--- src/rtcam_pkg.sv ---
// rtcam_pkg: register map, field layout, reset values and constants of the alarm match block
// assumes a classic wishbone slave with 32-bit data and byte addresses
package rtcam_pkg;

    // ********************************************
    // register indices, byte address is four times the index
    // ********************************************
    localparam logic [7:0] IDX_MINUTE_ALARM = 8'h0a;
    localparam logic [7:0] IDX_HOUR_ALARM = 8'h0b;
    localparam logic [7:0] IDX_DAY_ALARM = 8'h0c;
    localparam logic [7:0] IDX_WEEKDAY_ALARM = 8'h0d;
    localparam logic [7:0] IDX_CONTROL = 8'h10;
    localparam logic [7:0] IDX_IRQ_STATUS = 8'h11;
    localparam logic [7:0] IDX_IRQ_MASK = 8'h12;

    // ********************************************
    // field positions and widths
    // ********************************************
    localparam int MATCH_DISABLE_BIT = 7;
    localparam int MERIDIEM_BIT = 5;
    localparam int CTRL_HOUR12_BIT = 0;
    localparam int IRQ_ALARM_BIT = 0;

    localparam logic [7:0] MINUTE_MASK = 8'h7f;
    localparam logic [7:0] HOUR12_MASK = 8'h3f;
    localparam logic [7:0] HOUR24_MASK = 8'h3f;
    localparam logic [7:0] DAY_MASK = 8'h3f;
    localparam logic [7:0] WEEKDAY_MASK = 8'h07;
    localparam logic [7:0] ENABLE_MASK = 8'h80;
    localparam logic [7:0] CONTROL_MASK = 8'h01;
    localparam logic [7:0] IRQ_BITS_MASK = 8'h01;

    // ********************************************
    // reset values
    // ********************************************
    localparam logic [7:0] ALARM_RESET = 8'h80;
    localparam logic [7:0] CONTROL_RESET = 8'h00;
    localparam logic [7:0] IRQ_STATUS_RESET = 8'h00;
    localparam logic [7:0] IRQ_MASK_RESET = 8'h00;

    // ********************************************
    // bus answer states
    // ********************************************
    typedef enum logic [0:0] {
        RTCAM_IDLE,
        RTCAM_ACK
    } rtcam_bus_state_t;

endpackage

--- src/rtcam_field_match.sv ---
// rtcam_field_match: compares one alarm field with the current time field
// masks both values with field_mask_i, so bits outside the field never take part in the compare
`timescale 1ns/100ps
`default_nettype none
module rtcam_field_match (
    input wire logic [7:0] setting_i,
    input wire logic [7:0] current_i,
    input wire logic [7:0] field_mask_i,
    output logic enabled_o,
    output logic equal_o
);
    // active-low enable in the top bit
    assign enabled_o = ~setting_i[rtcam_pkg::MATCH_DISABLE_BIT];
    assign equal_o = (setting_i & field_mask_i) == (current_i & field_mask_i);
endmodule // rtcam_field_match
`default_nettype wire

--- src/rtcam_sticky_bit.sv ---
// rtcam_sticky_bit: one interrupt status bit, set by an event, cleared by writing one
// assumes set and clear are one-cycle pulses on clk_i
`timescale 1ns/100ps
`default_nettype none
module rtcam_sticky_bit (
    input wire logic clk_i,
    input wire logic rst_i,
    input wire logic set_i,
    input wire logic clear_i,
    output logic flag_o
);
    logic flag_reg;
    always_ff @(posedge clk_i)
    begin
        if (rst_i)
            flag_reg <= 1'b0;
        else if (set_i)
            flag_reg <= 1'b1;
        // set outranks a clear landing in the same cycle
        else if (clear_i)
            flag_reg <= 1'b0;
    end
    assign flag_o = flag_reg;
endmodule // rtcam_sticky_bit
`default_nettype wire

--- src/rtcam_alarm_match.sv ---
// rtcam_alarm_match: alarm setting registers with match logic and interrupt
// assumes a classic wishbone master and current time fields from the time counters, in BCD
`timescale 1ns/100ps
`default_nettype none

// Behaviour
// RULE_01 - minute alarm bit 7 is active-low enable, resets to one
// RULE_02 - minute alarm holds BCD minute in bits 6 to 0
// RULE_03 - hour alarm bit 7 active-low enable resetting to one, bit 6 unused
// RULE_04 - in 12-hour mode bit 5 is meridiem, bits 4 to 0 hour
// RULE_05 - in 24-hour mode bits 5 to 0 hold BCD hour 0 to 23
// RULE_06 - one hour-format control bit selects the hour alarm layout
// RULE_07 - day alarm bit 7 enable, bit 6 unused, bits 5 to 0 day
// RULE_08 - weekday alarm bit 7 enable, bits 6 to 3 unused, 2 to 0 weekday
// RULE_09 - weekday codes are only compared, meaning left to the user
// RULE_10 - alarm registers sit at indices 0ah to 0dh in order
// RULE_11 - alarm when all enabled fields match; none enabled gives no alarm
module rtcam_alarm_match (
    input wire logic clk_i,
    input wire logic rst_i,
    input wire logic wb_cyc_i,
    input wire logic wb_stb_i,
    input wire logic wb_we_i,
    input wire logic [31:0] wb_adr_i,
    input wire logic [3:0] wb_sel_i,
    input wire logic [31:0] wb_dat_i,
    output logic [31:0] wb_dat_o,
    output logic wb_ack_o,
    input wire logic [7:0] cur_minute_i,
    input wire logic [7:0] cur_hour_i,
    input wire logic [7:0] cur_day_i,
    input wire logic [7:0] cur_weekday_i,
    input wire logic second_tick_i,
    output logic alarm_pulse_o,
    output logic hour12_mode_o,
    output logic irq_o
);

    // ********************************************
    // storage
    // ********************************************
    logic [7:0] minute_alarm_setting_reg;
    logic [7:0] hour_alarm_setting_reg;
    logic [7:0] day_alarm_setting_reg;
    logic [7:0] weekday_alarm_setting_reg;
    logic [7:0] control_reg;
    logic [7:0] irq_mask_reg;
    logic [31:0] rdata_reg;
    logic ack_reg;
    logic alarm_pulse_reg;
    logic irq_reg;
    logic match_hold_reg;
    rtcam_pkg::rtcam_bus_state_t bus_state_reg;

    logic bus_req;
    logic wr_strobe;
    logic [7:0] reg_index;
    logic addr_aligned;
    logic lane0_wr;
    logic [7:0] wdata8;
    logic [7:0] hour_field_mask;
    logic [7:0] irq_status;
    logic [31:0] rdata_next;
    logic irq_clear;

    // ********************************************
    // bus decode
    // ********************************************
    // a request held through its answer cycle is not taken twice
    assign bus_req = wb_cyc_i & wb_stb_i & (bus_state_reg == rtcam_pkg::RTCAM_IDLE);
    assign reg_index = wb_adr_i[9:2];
    // out-of-range upper address bits alias nothing, they read zero
    assign addr_aligned = (wb_adr_i[31:10] == 22'h000000);
    assign wr_strobe = bus_req & wb_we_i & addr_aligned;
    // registers are eight bits wide in lane 0; other lanes are ignored
    assign lane0_wr = wr_strobe & wb_sel_i[0];
    assign wdata8 = wb_dat_i[7:0];

    // one wait state: ack follows the request edge, then drops
    always_ff @(posedge clk_i)
    begin
        if (rst_i)
            bus_state_reg <= rtcam_pkg::RTCAM_IDLE;
        else
        begin
            case (bus_state_reg)
                rtcam_pkg::RTCAM_IDLE:
                    if (bus_req)
                        bus_state_reg <= rtcam_pkg::RTCAM_ACK;
                rtcam_pkg::RTCAM_ACK:
                    bus_state_reg <= rtcam_pkg::RTCAM_IDLE;
                default:
                    bus_state_reg <= rtcam_pkg::RTCAM_IDLE;
            endcase
        end
    end

    always_ff @(posedge clk_i)
    begin
        if (rst_i)
            ack_reg <= 1'b0;
        else
            ack_reg <= bus_req;
    end
    assign wb_ack_o = ack_reg;

    // ********************************************
    // alarm setting registers
    // ********************************************
    always_ff @(posedge clk_i)
    begin
        if (rst_i)
        begin
            // every field comes up excluded from the match
            minute_alarm_setting_reg <= rtcam_pkg::ALARM_RESET; // [RULE_01]
            hour_alarm_setting_reg <= rtcam_pkg::ALARM_RESET; // [RULE_03]
            day_alarm_setting_reg <= rtcam_pkg::ALARM_RESET; // [RULE_07]
            weekday_alarm_setting_reg <= rtcam_pkg::ALARM_RESET; // [RULE_08]
        end
        else if (lane0_wr)
        begin
            case (reg_index) // [RULE_10]
                rtcam_pkg::IDX_MINUTE_ALARM:
                begin
                    minute_alarm_setting_reg <= wdata8 & (rtcam_pkg::ENABLE_MASK | rtcam_pkg::MINUTE_MASK); // [RULE_02]
                end
                rtcam_pkg::IDX_HOUR_ALARM:
                begin
                    // bit 6 never stored, bit 5 kept in both layouts
                    hour_alarm_setting_reg <= wdata8 & (rtcam_pkg::ENABLE_MASK | rtcam_pkg::HOUR24_MASK); // [RULE_03]
                end
                rtcam_pkg::IDX_DAY_ALARM:
                begin
                    day_alarm_setting_reg <= wdata8 & (rtcam_pkg::ENABLE_MASK | rtcam_pkg::DAY_MASK); // [RULE_07]
                end
                rtcam_pkg::IDX_WEEKDAY_ALARM:
                begin
                    weekday_alarm_setting_reg <= wdata8 & (rtcam_pkg::ENABLE_MASK | rtcam_pkg::WEEKDAY_MASK); // [RULE_08]
                end
                // other indices leave the alarm settings untouched
                default:
                    ;
            endcase
        end
    end

    always_ff @(posedge clk_i)
    begin
        if (rst_i)
            control_reg <= rtcam_pkg::CONTROL_RESET;
        else if (lane0_wr && reg_index == rtcam_pkg::IDX_CONTROL)
            // only the format bit is stored, the rest reads zero
            control_reg <= wdata8 & rtcam_pkg::CONTROL_MASK;
    end

    always_ff @(posedge clk_i)
    begin
        if (rst_i)
            irq_mask_reg <= rtcam_pkg::IRQ_MASK_RESET;
        else if (lane0_wr && reg_index == rtcam_pkg::IDX_IRQ_MASK)
            irq_mask_reg <= wdata8 & rtcam_pkg::IRQ_BITS_MASK;
    end

    // a clear in the cycle of a new event loses, so no alarm is missed
    assign irq_clear = lane0_wr && reg_index == rtcam_pkg::IDX_IRQ_STATUS && wdata8[rtcam_pkg::IRQ_ALARM_BIT];

    // ********************************************
    // match logic
    // ********************************************
    // 12-hour layout: meridiem in bit 5 and hour in 4:0, both compared
    assign hour_field_mask = control_reg[rtcam_pkg::CTRL_HOUR12_BIT] ?
        rtcam_pkg::HOUR12_MASK : rtcam_pkg::HOUR24_MASK; // [RULE_04] [RULE_05] [RULE_06]

    logic [3:0] fld_en;
    logic [3:0] fld_eq;

    rtcam_field_match u_minute (
        .setting_i(minute_alarm_setting_reg),
        .current_i(cur_minute_i),
        .field_mask_i(rtcam_pkg::MINUTE_MASK),
        .enabled_o(fld_en[0]),
        .equal_o(fld_eq[0])
    );
    rtcam_field_match u_hour (
        .setting_i(hour_alarm_setting_reg),
        .current_i(cur_hour_i),
        .field_mask_i(hour_field_mask),
        .enabled_o(fld_en[1]),
        .equal_o(fld_eq[1])
    );
    rtcam_field_match u_day (
        .setting_i(day_alarm_setting_reg),
        .current_i(cur_day_i),
        .field_mask_i(rtcam_pkg::DAY_MASK),
        .enabled_o(fld_en[2]),
        .equal_o(fld_eq[2])
    );
    // weekday is a plain code compare, no calendar meaning implied
    rtcam_field_match u_weekday (
        .setting_i(weekday_alarm_setting_reg),
        .current_i(cur_weekday_i),
        .field_mask_i(rtcam_pkg::WEEKDAY_MASK),
        .enabled_o(fld_en[3]),
        .equal_o(fld_eq[3])
    ); // [RULE_09]

    // invalid bcd settings compare as written, no range check
    logic match_now;
    assign match_now = (|fld_en) && ((fld_eq | ~fld_en) == 4'hf); // [RULE_11]

    // one event per entry into a match, sampled on the second tick
    always_ff @(posedge clk_i)
    begin
        if (rst_i)
            match_hold_reg <= 1'b0;
        else if (second_tick_i)
            match_hold_reg <= match_now;
    end

    always_ff @(posedge clk_i)
    begin
        if (rst_i)
            alarm_pulse_reg <= 1'b0;
        else
            alarm_pulse_reg <= second_tick_i & match_now & ~match_hold_reg; // [RULE_11]
    end
    assign alarm_pulse_o = alarm_pulse_reg;

    // the format output trails the control bit by one cycle
    logic hour12_reg;
    always_ff @(posedge clk_i)
    begin
        if (rst_i)
            hour12_reg <= 1'b0;
        else
            hour12_reg <= control_reg[rtcam_pkg::CTRL_HOUR12_BIT]; // [RULE_06]
    end
    assign hour12_mode_o = hour12_reg;

    // ********************************************
    // interrupt
    // ********************************************
    // status bit 0 is the only event source
    logic alarm_flag;
    rtcam_sticky_bit u_alarm_flag (
        .clk_i(clk_i),
        .rst_i(rst_i),
        .set_i(alarm_pulse_reg),
        .clear_i(irq_clear),
        .flag_o(alarm_flag)
    );
    // irq follows status and mask one cycle late
    assign irq_status = {7'h00, alarm_flag};

    always_ff @(posedge clk_i)
    begin
        if (rst_i)
            irq_reg <= 1'b0;
        else
            irq_reg <= |(irq_status & irq_mask_reg);
    end
    assign irq_o = irq_reg;

    // ********************************************
    // read data
    // ********************************************
    // read data is captured at the taking edge and held until the next request
    always_comb
    begin
        rdata_next = 32'h00000000;
        if (addr_aligned)
        begin
            case (reg_index)
                rtcam_pkg::IDX_MINUTE_ALARM:
                    rdata_next[7:0] = minute_alarm_setting_reg;
                rtcam_pkg::IDX_HOUR_ALARM:
                    rdata_next[7:0] = hour_alarm_setting_reg;
                rtcam_pkg::IDX_DAY_ALARM:
                    rdata_next[7:0] = day_alarm_setting_reg;
                rtcam_pkg::IDX_WEEKDAY_ALARM:
                    rdata_next[7:0] = weekday_alarm_setting_reg;
                rtcam_pkg::IDX_CONTROL:
                    rdata_next[7:0] = control_reg;
                rtcam_pkg::IDX_IRQ_STATUS:
                    rdata_next[7:0] = irq_status;
                rtcam_pkg::IDX_IRQ_MASK:
                    rdata_next[7:0] = irq_mask_reg;
                default:
                    rdata_next = 32'h00000000;
            endcase
        end
    end

    always_ff @(posedge clk_i)
    begin
        if (rst_i)
            rdata_reg <= 32'h00000000;
        else if (bus_req)
            rdata_reg <= rdata_next;
    end
    assign wb_dat_o = rdata_reg;

endmodule // rtcam_alarm_match
`default_nettype wire

--- config.mk ---
export PLATFORM = sky130hd
export DESIGN_NAME = rtcam_alarm_match
export DESIGN_NICKNAME = d
export VERILOG_FILES = /design/src/rtcam_pkg.sv /design/src/rtcam_field_match.sv /design/src/rtcam_sticky_bit.sv /design/src/rtcam_alarm_match.sv
export SDC_FILE = /design/constraint.sdc
export NUM_CORES = 1
export LEC_CHECK = 0
export ABC_AREA = 1
export BUFFER_PORTS_ARGS = -buffer_cell sky130_fd_sc_hd__buf_2
export CORE_ASPECT_RATIO = 0.8
export CORE_UTILIZATION = 25
export CTS_CLUSTER_DIAMETER = 150
export CTS_CLUSTER_SIZE = 8
export DETAILED_ROUTE_END_ITERATION = 16
export SLEW_MARGIN = 20
export SYNTH_ARGS = -nofsm -noshare
export SYNTH_HDL_FRONTEND = slang
export SYNTH_SLANG_ARGS = --single-unit
--- constraint.sdc ---
create_clock -name clk_i -period 1.45 [get_ports clk_i]
set_clock_uncertainty 0.2 [all_clocks]
set_input_delay 0.145 -clock clk_i [delete_from_list [all_inputs] [get_ports clk_i]]
set_output_delay 0.145 -clock clk_i [all_outputs]
set_load 0.02 [all_outputs]
==> qor.yml <==
die:
  fp.dieH_um: 94.1
  initial_core_util_pct: 25.8
  io_pins: 142
  core_um2: 10300
  rows: 33
  dieArea_um2: 11000
  fp.dieW_um: 117
synthesis:
  synth_mux_area_share_pct: 0
  yosys.area_share.simple_pct: 39.6
  yosysWarnings: 0
  synth_top_cell_by_area: "dfxtp_1"
  synth_area_um2: 2650
  netlist_top_cells_area: "dfxtp_1, nand2_1, nor2_1"
  synth.distinct_cells: 29
  synth_compound_area_share_pct: 8.87
  ys_seq_area_share_pct: 32.5
  ys_ff_latch: 43
  synthAdderAreaFrac_pct: 0
  synth_top_family_by_area: "simple AND/OR/NAND/NOR gates"
  syn_avg_cell_area_um2: 6.27
  synth-xor-area-share_pct: 1.98
  synth_top_cell_area_share_pct: 32.5
  synthCells: 423
route:
  routed_wl_um: 7620
  first_iter_violations: 108
  via_per_inst: 4.27
  drc_errors: 0
  vias: 2887
  wire_per_inst_um: 11.3
  firstDrtPassIters: 4
  drtAntennaViolNets: 0
timing:
  slew_viol_final: 0
  rsz0062_at_grt: "true"
  fmax_ghz: 0.684
  worst_slack_ns: -0.0113
  min_period_ns: 1.46
  tns_ns: -0.0234
  fin_crit_sh_pct: 101
  setup_viol_count_final: 3
  hold_viol_final: 0
setup_path:
  start_kind: "flop"
  critPathKind: "flop to flop"
  worstPathCellList: "nor2_2 > nand2_2 > nor2_4 > buf_6 > nand3_4 > o21ai_1 > nor2_1"
  crit_slowest_cell: "dfxtp_2"
  crit_family: "simple AND/OR/NAND/NOR gates"
  crit_cells: 7
  reg2regPathDepth: 7
  reg2reg_from: "bus_state_reg$_SDFF_PP0_"
  rrSetupSlack_ns: -0.01
  crit_required_ns: 1.42
  crit_start: "bus_state_reg$_SDFF_PP0_"
  crit_arrival_ns: 1.44
  critPathMaxFanout: 8
  end_kind: "flop"
  slowest_delay_ns: 0.31
  rr_endpoint: "day_alarm_setting_reg[0]$_SDFFE_PP0P_"
  crit_buf_inv: 1
power:
  power_mw: 2.86
  peakVddDrop_mv: 0.442
  p_leak_nw: 1.85
  power_density_nw_per_um2: 776
clock_network:
  htreeDepth: 2
  cts.path.max_buffers: 2
  clk_pin_slew_ns: 0.06
  cts_sinks: 43
  cts_tree: "built"
  numCtsBuffers: 5
  insertion_delay_ns: 0.29
  cts_root_buf: "clkbuf_16"
outcome:
  status: "finished with violations"
  violations: "negative setup slack"
final_layout:
  fin_area_um2: 3680
  syn2layout_area_growth_pct: 38.8
  layout-drive-gt1-share_pct: 32.1
  antennaDiodeCount: 0
  final_nets: 641
placement:
  gp_congestion: 0.811
  hpwl_um: 6010
  placed_cell_area_um2: 3280
  numPortBuffers: 78
global_route:
  track_usage_pct: 14.0
  antenna_found_initial: 0
  grt_pass1_vias: 2661
  grt-ovfl-total: 0
  grt_max_degree: 23
  grt_pass1_wl_um: 12000
hold_path:
  hold_depth: 4
  whs_endpoint: "match_hold_reg$_SDFFE_PP0P_"
  worstHoldStart: "second_tick_i"
  hold_class: "input port to flop"
flow_run:
  maxCapViolCount: 0
## layer usage
layer	track usage, %	wire length [µm]
met2	25.1	3470
met3	2.71	591
met5	0	0
met1	17.4	3490
met4	2.11	67
## cell usage after synthesis
cell type	instances
a21oi_1	10
a31oi_1	2
and3_1	2
buf_2	1
buf_4	25
buf_6	1
clkbuf_1	4
clkinv_2	2
clkinv_4	1
conb_1	1
dfxtp_1	43
inv_1	54
inv_2	2
nand2_1	94
nand2_2	2
nand3_1	33
nand3_4	4
nand4_1	2
nand4_2	1
nor2_1	94
nor2_2	2
nor2_4	2
nor2_8	1
nor3_1	1
o211ai_1	3
o21ai_0	29
o21ai_1	1
xnor2_1	1
xor2_1	5
## timing repair
item	in CTS	in global routing
hold buffers	7	0
resized for setup	5	68
endpoints found under the hold margin	17	0
setup endpoints to repair	6	39
buffers inserted	0	1
pin swaps	0	28
gates cloned	0	2
## layout make-up
type                       count  area (µm²)
fill                        1117        6600
clock buffer                   5         125
tap                          140         175
timing repair buffer         111         679
clock inverter                 3        46.3
sequential                    43         878
multi-input combinational    315        1540
inverter                      59         238
## worst register-to-register path, delay by kind of cell (launching register included)
| kind | cells | cell delay (ns) |
|---|---|---|
| AND/OR/NAND/NOR | 5 | 0.54 |
| flip-flops | 1 | 0.31 |
| AO/OA/AOI/OAI | 1 | 0.16 |
| buffers and inverters | 1 | 0.14 |
## cell families (layout without fill, tap and decap cells)
logic type | count (synthesis) | after routing
buf+inv | 90 | 178
simple gates | 238 | 240
flops | 43 | 43
other cells | 1 | 24
xor+xnor | 6 | 6
compound gates | 45 | 45
## report_power, final
| group | switching (mW) | internal [mW] |
|---|---|---|
| clock | 0.475 | 0.818 |
| sequential | 0.000661 | 1.18 |
| combinational | 0.225 | 0.156 |
## placed cells by master, fill, tap and decap left out, types with 2 or more instances in the layout
cell | netlist | routed
a21oi_1 | 10 | 8
clkbuf_16 | 0 | 5
a31oi_1 | 2 | 2
nand3_4 | 4 | 4
and3_1 | 2 | 2
a21oi_2 | 0 | 2
clkinvlp_4 | 0 | 2
inv_4 | 0 | 2
dlygate4sd3_1 | 0 | 7
dfxtp_2 | 0 | 11
xor2_1 | 5 | 5
nor2_2 | 2 | 10
conb_1 | 1 | 24
nand3_1 | 33 | 30
inv_2 | 2 | 4
o21ai_2 | 0 | 7
inv_1 | 54 | 51
o21ai_1 | 1 | 18
nor2_1 | 94 | 85
o21ai_0 | 29 | 5
o211ai_1 | 3 | 3
buf_6 | 1 | 3
buf_4 | 25 | 22
dfxtp_1 | 43 | 31
nand2_1 | 94 | 89
nor2_4 | 2 | 4
buf_2 | 1 | 78
nand2_2 | 2 | 7
nand4_1 | 2 | 2
nand3_2 | 0 | 4
## worst max path at each step
stage	slack (ns)	endpoint
global placement	-0.13	minute_alarm_setting_reg[0]$_SDFFE_PP0P_
detailed placement	-0.18	minute_alarm_setting_reg[3]$_SDFFE_PP0P_
CTS	-0.006	minute_alarm_setting_reg[5]$_SDFFE_PP0P_
global route	-0.09	day_alarm_setting_reg[4]$_SDFFE_PP0P_
floorplan	0.03	minute_alarm_setting_reg[0]$_SDFFE_PP0P_
finish	-0.01	day_alarm_setting_reg[0]$_SDFFE_PP0P_
## per-stage QoR
step                util [%]  instances  setup WS (ns)  hold WS, ns
detailed placement      31.9        658         -0.182        0.235
floorplan                  -        446         0.0341       0.0141
global placement        31.9        658         -0.131        0.219
finish                  35.8        676        -0.0113      0.00994
CTS                     34.3        673       -0.00579      0.00599
global route            35.8        676        -0.0944       0.0339
Power figures use the tool's default switching activity.
